`src/core/tlp_consts.svh`:
```
`ifndef TLP_CONSTS_SVH
`define TLP_CONSTS_SVH

// ******************************
// Register offsets
// ******************************
`define TLP_OFF_PRGCTL   12'h004
`define TLP_OFF_SEQEV0   12'h100
`define TLP_OFF_SEQEV2   12'h108
`define TLP_OFF_SEQST    12'h11C
`define TLP_OFF_CNT0     12'h160
`define TLP_OFF_CNT1     12'h164
`define TLP_OFF_RSEL_LO  12'h208
`define TLP_OFF_RSEL_HI  12'h23C
`define TLP_OFF_OSLAR    12'h300
`define TLP_OFF_OSLSR    12'h304
`define TLP_OFF_PDCR     12'h310
`define TLP_OFF_PDSR     12'h314
`define TLP_OFF_SWLAR    12'hFB0
`define TLP_OFF_SWLSR    12'hFB4
`define TLP_OFF_PID4     12'hFD0
`define TLP_OFF_PID5     12'hFD4
`define TLP_OFF_PID6     12'hFD8
`define TLP_OFF_PID7     12'hFDC
`define TLP_OFF_PID0     12'hFE0
`define TLP_OFF_PID1     12'hFE4
`define TLP_OFF_PID2     12'hFE8
`define TLP_OFF_PID3     12'hFEC

// ******************************
// Field positions
// ******************************
`define TLP_OSLAR_KEY    0
`define TLP_OSLSR_LOCK   1
`define TLP_PDCR_PU      3
`define TLP_PDSR_LOCK    5
`define TLP_PDSR_STICKY  1
`define TLP_PDSR_POWER   0
`define TLP_PRG_EN       0
`define TLP_RS_PINV      21
`define TLP_RS_INV       20
`define TLP_RS_GRP       18:16
`define TLP_RS_SEL       7:0
`define TLP_SEQEV_MASK   16'h8F8F
`define TLP_SEQ_LAST     2'h3
`define TLP_OSLSR_LM1    3
`define TLP_OSLSR_LM0    0
`define TLP_OSLSR_NARROW 2
`define TLP_PID2_JEDEC   3
`define TLP_RS_RSVD      32'hFFC8_FF00

// ******************************
// Fixed values and reset values
// ******************************
`define TLP_LOCK_MODEL   2'h2
`define TLP_JEDEC_USED   1'h1
`define TLP_ID_SIZE      4'h0
`define TLP_PRG_RST      1'h0
`define TLP_PU_RST       1'h0
`define TLP_LOCK_RST     1'h0
`define TLP_STICKY_RST   1'h1

`endif

```
`src/core/tlp_pkg.sv`:
```
package tlp_pkg;

  // Answer phase of the debug port
  typedef enum logic {bus_idle, bus_resp} tlp_bus_t;

  // Whole state of the register bank
  typedef struct packed {
    logic                  pwr_s1;     // Power pin, first stage
    logic                  pwr_s2;     // Power pin, second stage
    logic                  pwr_prev;   // Delayed copy for fall detect
    logic [63:0]           res_s1;     // Resource pins, first stage
    logic [63:0]           res_s2;     // Resource pins, second stage
    logic                  os_lock;    // Lock engaged
    logic                  power_keep; // Keep-powered request
    logic                  prog_en;    // Trace program enable
    logic                  sticky;     // Power lost since last read
    logic [1:0][15:0]      cnt;        // Counter values
    logic [15:2][12:0]     rsel;       // {pinv, inv, grp, sel}
    logic [2:0][15:0]      seqev;      // Sequencer transition events
    logic [1:0]            seq_state;  // Current sequencer state
    tlp_bus_t              bus;        // Answer phase
    logic [31:0]           rdata;      // Registered read data
    logic                  slverr;     // Registered error answer
  } tlp_state_t;

endpackage

```
`src/core/tlp_regs.sv`:
```
`timescale 1ns/100ps
`include "tlp_consts.svh"
// What this block does
// (RULE1) Lock access bit 0 engages/releases lock
// (RULE2) Lock status bit 1 shows lock
// (RULE3) Lock model field reads binary 10
// (RULE4) Narrow transfer bit reads zero; full writes
// (RULE5) Power-down control bit 3 requests power
// (RULE6) Power request clears on unit reset
// (RULE7) Power status bit 5 mirrors lock
// (RULE8) Sticky loss bit sets on power removal
// (RULE9) Reading power status clears sticky bit
// (RULE10) Unpowered unit answers accesses with error
// (RULE11) System handles accesses to unpowered unit
// (RULE12) Program enable resets to zero, idle
// (RULE13) Enabled: trace on, config writes ignored
// (RULE14) Eight selector pairs, first pair fixed
// (RULE15) Bit 21 inverts pair result, lower
// (RULE16) Bit 20 inverts selected resource result
// (RULE17) Group in 18:16, members in 7:0
// (RULE18) Four-state sequencer, forward and back
// (RULE19) Ident 4 reports log2 page size
// (RULE20) Ident 2 bit 3 reads one
// (RULE21) Part number split across ident 0/1
// (RULE22) Ident 5 to 7 read zero
// (RULE23) Counter values in 15:0, rest zero
// (RULE24) Software lock registers read zero
// (RULE25) Reserved bits read zero, ignore writes
// (RULE26) Clearing read returns pre-clear sticky value
module tlp_regs #(
  parameter logic [11:0] PART_NUM   = 12'h9A5, // Arbitrary value
  parameter logic [6:0]  DESIGNER   = 7'h2C,   // Arbitrary value
  parameter logic [3:0]  CONT_CODE  = 4'h7,    // Arbitrary value
  parameter logic [3:0]  REVISION   = 4'h1,    // Arbitrary value
  parameter logic [3:0]  MINOR_REV  = 4'h5,    // Arbitrary value
  parameter logic [3:0]  CUST_CHG   = 4'h3     // Arbitrary value
) (
  // Clock and reset
  input  wire logic        core_clk,
  input  wire logic        rstn,
  // Debug port, slave side
  input  wire logic        psel,
  input  wire logic        penable,
  input  wire logic        pwrite,
  input  wire logic [11:0] paddr,
  input  wire logic [31:0] pwdata,
  output logic      [31:0] prdata,
  output logic             pready,
  output logic             pslverr,
  // Pins from other domains
  input  wire logic        trace_powered,
  input  wire logic [63:0] resource_in,
  // Block controls
  output logic             power_keep_request,
  output logic             trace_enable,
  output logic             os_lock_flag,
  output logic      [1:0]  seq_state
);

  // ******************************
  // State and helpers
  // ******************************
  tlp_pkg::tlp_state_t s_r;        // Registered state
  tlp_pkg::tlp_state_t s_nxt;      // Next state
  logic                acc;        // Access phase taken now
  logic                err;        // Access refused with error
  logic                rd_pdsr;    // Clearing read of power status
  logic                pd_fall;    // Power just removed
  logic [31:0]         rd;         // Read word for this access
  logic [15:0]         sres;       // Single selector results
  logic [7:0]          pres;       // Pair results
  logic                fwd_ev;     // Sequencer forward event
  logic                back_ev;    // Sequencer backward event

  // Lock model value; its two bits sit apart in the status word
  localparam logic [1:0] LOCK_MODEL = `TLP_LOCK_MODEL;

  // Selector register range
  function automatic logic is_rsel(input logic [11:0] a);
    is_rsel = (a >= `TLP_OFF_RSEL_LO) && (a <= `TLP_OFF_RSEL_HI);
  endfunction

  // Sequencer event register range
  function automatic logic is_seqev(input logic [11:0] a);
    is_seqev = (a >= `TLP_OFF_SEQEV0) && (a <= `TLP_OFF_SEQEV2);
  endfunction

  // Configuration that freezes while tracing is enabled
  function automatic logic is_cfg(input logic [11:0] a);
    is_cfg = is_rsel(a) || is_seqev(a) || (a == `TLP_OFF_CNT0) || (a == `TLP_OFF_CNT1);
  endfunction

  // Trace registers proper; lock, power and ident stay reachable
  function automatic logic is_trace(input logic [11:0] a);
    is_trace = is_cfg(a) || (a == `TLP_OFF_PRGCTL) || (a == `TLP_OFF_SEQST);
  endfunction

  // A pair index uses only the low three select bits
  // Event from a single selector or a pair
  function automatic logic ev_pick(input logic typ, input logic [3:0] sel,
                                   input logic [15:0] sr, input logic [7:0] pr);
    ev_pick = typ ? pr[sel[2:0]] : sr[sel];
  endfunction

  // ******************************
  // Resource selectors
  // ******************************
  // (RULE14) First pair fixed
  assign sres[0] = 1'h0;
  assign sres[1] = 1'h1;

  // One evaluator per programmable selector
  genvar g;
  generate
    for (g = 2; g < 16; g++) begin : g_sel
      logic [7:0] grp_bits; // Members of the chosen group
      // (RULE17) Group and member select
      assign grp_bits = s_r.res_s2[{s_r.rsel[g][10:8], 3'h0} +: 8];
      // (RULE16) Optional result invert
      assign sres[g] = (|(grp_bits & s_r.rsel[g][7:0])) ^ s_r.rsel[g][11];
    end
    for (g = 0; g < 8; g++) begin : g_pair
      if (g == 0) begin : g_fixed
        // (RULE14) Fixed pair reads true
        assign pres[g] = sres[2*g] | sres[2*g+1];
      end else begin : g_prog
        // (RULE15) Pair invert held in lower register
        assign pres[g] = (sres[2*g] | sres[2*g+1]) ^ s_r.rsel[2*g][12];
      end
    end
  endgenerate

  // ******************************
  // Sequencer events
  // ******************************
  // Forward wins a tie, so the state takes one step per cycle
  // (RULE18) Forward uses this state, back the one below
  always_comb begin
    fwd_ev  = 1'h0;
    back_ev = 1'h0;
    if (s_r.seq_state != `TLP_SEQ_LAST) begin
      fwd_ev = ev_pick(s_r.seqev[s_r.seq_state][7], s_r.seqev[s_r.seq_state][3:0], sres, pres);
    end
    if (s_r.seq_state != 2'h0) begin
      back_ev = ev_pick(s_r.seqev[s_r.seq_state - 2'h1][15],
                        s_r.seqev[s_r.seq_state - 2'h1][11:8], sres, pres);
    end
  end

  // ******************************
  // Read mux
  // ******************************
  // Word seen by a read at the current address
  always_comb begin
    rd = 32'h0000_0000;
    if (is_rsel(paddr)) begin
      // (RULE25) Reserved bits of selectors read zero
      rd[`TLP_RS_PINV] = s_r.rsel[paddr[5:2]][12];
      rd[`TLP_RS_INV]  = s_r.rsel[paddr[5:2]][11];
      rd[`TLP_RS_GRP]  = s_r.rsel[paddr[5:2]][10:8];
      rd[`TLP_RS_SEL]  = s_r.rsel[paddr[5:2]][7:0];
    end else if (is_seqev(paddr)) begin
      rd[15:0] = s_r.seqev[paddr[3:2]];
    end else begin
      case (paddr)
        `TLP_OFF_PRGCTL: rd[`TLP_PRG_EN] = s_r.prog_en;
        `TLP_OFF_SEQST:  rd[1:0] = s_r.seq_state;
        // (RULE23) Counter value in the low half
        `TLP_OFF_CNT0:   rd[15:0] = s_r.cnt[0];
        `TLP_OFF_CNT1:   rd[15:0] = s_r.cnt[1];
        `TLP_OFF_OSLSR: begin
          // (RULE3) Lock model split over bits 3 and 0
          rd[`TLP_OSLSR_LM1] = LOCK_MODEL[1];
          rd[`TLP_OSLSR_LM0] = LOCK_MODEL[0];
          // (RULE2) Lock state
          rd[`TLP_OSLSR_LOCK] = s_r.os_lock;
          // (RULE4) Narrow transfer bit left zero
          rd[`TLP_OSLSR_NARROW] = 1'h0;
        end
        `TLP_OFF_PDCR:   rd[`TLP_PDCR_PU] = s_r.power_keep;
        `TLP_OFF_PDSR: begin
          // (RULE7) Lock mirror
          rd[`TLP_PDSR_LOCK]   = s_r.os_lock;
          // (RULE26) Value from before the clear
          rd[`TLP_PDSR_STICKY] = s_r.sticky;
          rd[`TLP_PDSR_POWER]  = s_r.pwr_s2;
        end
        // (RULE19) One page, so log2 size is zero
        `TLP_OFF_PID4:   rd[7:0] = {`TLP_ID_SIZE, CONT_CODE};
        // (RULE21) Part number low byte, then high nibble
        `TLP_OFF_PID0:   rd[7:0] = PART_NUM[7:0];
        `TLP_OFF_PID1:   rd[7:0] = {DESIGNER[3:0], PART_NUM[11:8]};
        // (RULE20) Identity scheme flag
        `TLP_OFF_PID2:   rd[7:0] = {REVISION, `TLP_JEDEC_USED, DESIGNER[6:4]};
        `TLP_OFF_PID3:   rd[7:0] = {MINOR_REV, CUST_CHG};
        // (RULE22) Ident 5 to 7 stay zero
        // (RULE24) Software lock registers stay zero
        default:         rd = 32'h0000_0000;
      endcase
    end
  end

  // ******************************
  // Next state
  // ******************************
  // The answer cycle still shows psel and penable; the idle test
  // keeps one transfer from being taken twice
  assign acc     = psel && penable && (s_r.bus == tlp_pkg::bus_idle);
  // (RULE10) Unpowered unit refuses trace registers; (RULE1) so does the lock
  assign err     = is_trace(paddr) && (!s_r.pwr_s2 || s_r.os_lock);
  assign rd_pdsr = acc && !pwrite && (paddr == `TLP_OFF_PDSR);
  assign pd_fall = s_r.pwr_prev && !s_r.pwr_s2;

  // All state updates in one place
  always_comb begin
    s_nxt = s_r;
    // Two-stage synchronisers; first stage feeds only the second
    s_nxt.pwr_s1   = trace_powered;
    s_nxt.pwr_s2   = s_r.pwr_s1;
    s_nxt.pwr_prev = s_r.pwr_s2;
    s_nxt.res_s1   = resource_in;
    s_nxt.res_s2   = s_r.res_s1;
    // A loss in the cycle of a clearing read must not be missed
    // (RULE8) Set on removal; (RULE9) cleared by read, set wins
    s_nxt.sticky = pd_fall || (s_r.sticky && !rd_pdsr);
    // (RULE18) Sequencer steps only while tracing; forward first
    if (s_r.prog_en && fwd_ev) begin
      s_nxt.seq_state = s_r.seq_state + 2'h1;
    end else if (s_r.prog_en && back_ev) begin
      s_nxt.seq_state = s_r.seq_state - 2'h1;
    end
    // Answer phase lasts one cycle
    if (s_r.bus == tlp_pkg::bus_resp) begin
      s_nxt.bus    = tlp_pkg::bus_idle;
      s_nxt.slverr = 1'h0;
    end else if (acc) begin
      s_nxt.bus    = tlp_pkg::bus_resp;
      s_nxt.slverr = err;
      s_nxt.rdata  = (pwrite || err) ? 32'h0000_0000 : rd;
      if (pwrite && !err) begin
        case (paddr)
          // (RULE1) Key bit engages or releases
          `TLP_OFF_OSLAR:  s_nxt.os_lock = pwdata[`TLP_OSLAR_KEY];
          // (RULE5) Keep-powered request
          `TLP_OFF_PDCR:   s_nxt.power_keep = pwdata[`TLP_PDCR_PU];
          `TLP_OFF_PRGCTL: s_nxt.prog_en = pwdata[`TLP_PRG_EN];
          default:         s_nxt.os_lock = s_r.os_lock;
        endcase
        // (RULE13) Configuration frozen while enabled
        if (is_cfg(paddr) && !s_r.prog_en) begin
          if (is_rsel(paddr)) begin
            // (RULE15) Pair invert only kept in even registers
            s_nxt.rsel[paddr[5:2]] = {pwdata[`TLP_RS_PINV] & ~paddr[2], pwdata[`TLP_RS_INV],
                                      pwdata[`TLP_RS_GRP], pwdata[`TLP_RS_SEL]};
          end else if (is_seqev(paddr)) begin
            // (RULE25) Reserved bits dropped
            s_nxt.seqev[paddr[3:2]] = pwdata[15:0] & `TLP_SEQEV_MASK;
          end else begin
            // (RULE23) Only the low half is kept
            s_nxt.cnt[paddr[2]] = pwdata[15:0];
          end
        end
      end
    end
  end

  // ******************************
  // State register
  // ******************************
  // Sticky resets to one: nothing programmed survives a reset
  // (RULE6) (RULE12) Reset clears power request and enable
  always_ff @(posedge core_clk or negedge rstn) begin
    if (!rstn) begin
      s_r            <= '0;
      s_r.os_lock    <= `TLP_LOCK_RST;
      s_r.power_keep <= `TLP_PU_RST;
      s_r.prog_en    <= `TLP_PRG_RST;
      s_r.sticky     <= `TLP_STICKY_RST;
    end else begin
      s_r <= s_nxt;
    end
  end

  // ******************************
  // Outputs
  // ******************************
  // Answer straight from flops, so it cannot glitch
  assign pready             = (s_r.bus == tlp_pkg::bus_resp);
  assign prdata             = s_r.rdata;
  assign pslverr            = s_r.slverr;
  // (RULE5) Request straight from the register bit
  assign power_keep_request = s_r.power_keep;
  // (RULE12) Interface idle while enable is low
  assign trace_enable       = s_r.prog_en;
  assign os_lock_flag       = s_r.os_lock;
  assign seq_state          = s_r.seq_state;
endmodule

```
`config.mk`:
```
export PLATFORM = sky130hd
export DESIGN_NAME = tlp_regs
export DESIGN_NICKNAME = d
export VERILOG_FILES = /design/src/core/tlp_pkg.sv /design/src/core/tlp_regs.sv
export VERILOG_INCLUDE_DIRS = /design/src /design/src/core
export SDC_FILE = /design/constraint.sdc
export NUM_CORES = 1
export LEC_CHECK = 0
export BUFFER_PORTS_ARGS = -buffer_cell sky130_fd_sc_hd__buf_2
export CAP_MARGIN = 20
export CORE_ASPECT_RATIO = 1.4
export CORE_MARGIN = 2
export CORE_UTILIZATION = 55
export CTS_CLUSTER_DIAMETER = 30
export DETAILED_ROUTE_END_ITERATION = 10
export PLACE_DENSITY = 0.82
export SYNTH_ARGS = -nofsm -noshare
export SYNTH_HDL_FRONTEND = slang
export SYNTH_SLANG_ARGS = --single-unit
```
`constraint.sdc`:
```
create_clock -name core_clk -period 3.75 [get_ports core_clk]
set_input_delay 0.375 -clock core_clk [delete_from_list [all_inputs] [get_ports core_clk]]
set_output_delay 0.375 -clock core_clk [all_outputs]
set_load 0.05 [all_outputs]
```
==> out/summary.txt <==
Area Overhead vs Synth: 28.63%
pre-CTS WS: -0.3822 ns
DRT iter0 DRCs: 2,348
Yosys warning count: 0
antenna violations before repair: 4
final design utilization: 71.42%
RSZ-0062 raised after global routing: yes
Die Width: 183.9 um
Slew HR: 34.97%
CP arrival: 4.44 ns
post-layout min period: 3.921 ns
worst setup margin: -0.1706 ns
Crit Path Class: reg -> reg
die area: 0.04706 mm^2
vias in the first global route: 22.04k
number of H-tree levels: 3
Total Power: 0.01243 W
pin count of the biggest net entering global routing: 94
final max-slew violation count: 0
Netlist cell types: 84
number of synthesized flops with an enable pin: 0
number of buffers created by CTS: 72
Die H: 255.9 um
detailed placement HPWL: 73,900 um
most frequent cells in the layout: 391 x dfrtp_1, 334 x mux2_2, 303 x buf_4, 185 x mux4_2, 134 x nand2_1
GRT Total Usage: 45.03%
post-synthesis sequential area ratio: 40.56%
instance count of the mapped netlist: 2,029
mapped cell area: 0.02493 mm^2
Skew-Pair Late Insertion Delay: 0.64 ns
Final Setup Violations: 2
CTS root buf: clkbuf_16
PortBufs: 130
Min-Delay Path Class: in -> reg
# IOs: 153
vias: 21.23k
Worst setup EP type: flop
PD cells: 387.5 mW/mm^2
CTS tree: built
fraction of layout cells with a size suffix above 1: 48.23%
Non-Filler Instances: 3,048
R2R Path Start: s_r[343]$_DFF_PN0_
Yosys reg bits: 404
fin crit share: 104.6%
Cell Rows: 92
Crit path required time: 4.27 ns
global-route wire length before repair: 149,800 um
Syn Area/Cell: 12.29 um^2
most common cell after layout, fill and taps aside: dfrtp_1
final net count: 2,542
crit path launch: s_r[343]$_DFF_PN0_
Lkg Pwr: 14.00 nW
final hold violation count: 0
Worst Skew: 0.02907 ns
global route total overflow: 0
Fillers: 3,001
crit start category: flop
hold_sp: penable
ANT nets after route: 0
Max Clk Rate: 255.1 MHz
actual slew at the worst max-slew pin: 0.9672 ns
MaxCap Viol Count: 0
hold slack: 0.02494 ns
post-DR wirelength/cell: 34.29 um
ys async rst share: 100.0%
Peak VDD IR: 0.0005899 V
failing checks: negative setup slack
Max Buffers Root-to-Sink: 3
Sink Count: 404
Initial Utilization: 55.52%
first-pass detailed-route iteration total: 6
Routed WL: 104,500 um
RD Place Congestion: 1.064
Remaining DRCs: 0
result of the run: complete, but fails checks
Core Region: 0.04489 mm^2
placed insts: 2,836
Clk pin slew, worst setup/hold paths: 0.06 ns
top_reg_cell synth: dfrtp_1
CP max FO: 4
Vias/cell: 6.966
through the flow:
stage,setup TNS [ns],area [um^2]
final,-0.2478,32060
after global placement,-0.5819,28480
after detailed placement,-0.7052,28480
after CTS,-0.1466,31820
after global routing,-0.4514,32060
after floorplan,0,24970
worst max-delay path, stage by stage (launching register included):
cell and delay [ns]:
dfrtp_2 0.47, buf_4 0.17, buf_4 0.13, mux4_2 0.47, a22o_1 0.24, a2111oi_4 0.38
buf_4 0.17, a31oi_1 0.11, buf_4 0.21, nor3_1 0.22, a211oi_1 0.09, a2111o_1 0.46
nand4_1 0.12, o2111ai_2 0.13, buf_4 0.17, o221a_2 0.26
flip-flops by register name, indices dropped and copies added (netlist names):
| signal | count |
|---|---|
| s_nxt | 66 |
| power_keep_request | 1 |
| pslverr | 1 |
| pready | 1 |
| prdata | 21 |
| seq_state | 2 |
| trace_enable | 1 |
| os_lock_flag | 1 |
| s_r | 310 |
worst paths after layout:
| path | to | slack, ns | cells past startpoint |
|---|---|---|---|
| max in group asynchronous | s_r[248]$_DFFE_PN0P_ | 2.37 | 3 |
| setup / recovery | seq_state[1]$_DFFE_PN0P_ | -0.17 | 15 |
| setup reg to reg | seq_state[1]$_DFFE_PN0P_ | -0.17 | 15 |
| min in group asynchronous | s_nxt[430]$_DFF_PN0_ | 0.38 | 2 |
| hold reg to reg | s_nxt[430]$_DFF_PN0_ | 0.35 | 0 |
| hold / removal | pslverr$_DFFE_PN0P_ | 0.02 | 3 |
kinds of logic (layout without fill, tap and decap cells):
family	count (synthesis)	after routing	share of synthesized area, %
compound gates	311	311	9.432
xor+xnor	12	12	0.4819
fa+ha+maj	2	2	0.1004
buf+inv	300	743	5.225
flops	404	404	40.56
mux	632	632	36.93
other cells	1	13	0.01504
simple gates	367	367	7.253
cell usage after synthesis, drive strengths merged, types with 30 or more instances:
library cell	number	share of area, %
dfrtp	403	40
mux2	334	15
mux4	194	18
clkbuf	156	2.4
nand2	135	2.0
mux2i	104	4.2
buf	87	2.0
nor2	60	0.90
inv	56	0.84
o21ai	40	0.80
a22oi	34	1.0
o221ai	34	1.2
nand3	30	0.60
power breakdown:
| part | switching [W] | total (W) | internal [W] |
|---|---|---|---|
| Combinational | 0.000656 | 0.00114 | 0.000487 |
| Sequential | 0.000101 | 0.00454 | 0.00444 |
| Clock | 0.00253 | 0.00674 | 0.00421 |
layout make-up:
class	instances	area (um^2)	area share, %
Inverter	57	214.0	0.6673
Timing Repair Buffer	556	4674	14.58
Sequential cell	404	10130	31.58
Multi-Input combinational cell	1335	13810	43.06
Antenna cell	2	5.005	0.01561
Tap cell	564	705.7	2.201
Clock inverter	44	595.6	1.857
Clock buffer	86	1936	6.037
what timing repair did:
item | CTS | global route
hold buffers | 69 | 0
endpoints found under the setup margin | 2 | 2
setup buffers | 3 | 7
endpoints found under the hold margin | 157 | 0
pin swaps | 5 | 9
gates resized for setup | 22 | 36
layer usage:
layer  vias to the layer above  routed length (um)  track usage, %
met1                     10700               34930           51.41
met4                         4               10260           34.80
met2                      1491               47770           69.29
li1                       8541                   -               -
met3                       495               11520           15.37
met5                         -                  25               0
No activity file was read; power rests on OpenSTA's default activity.
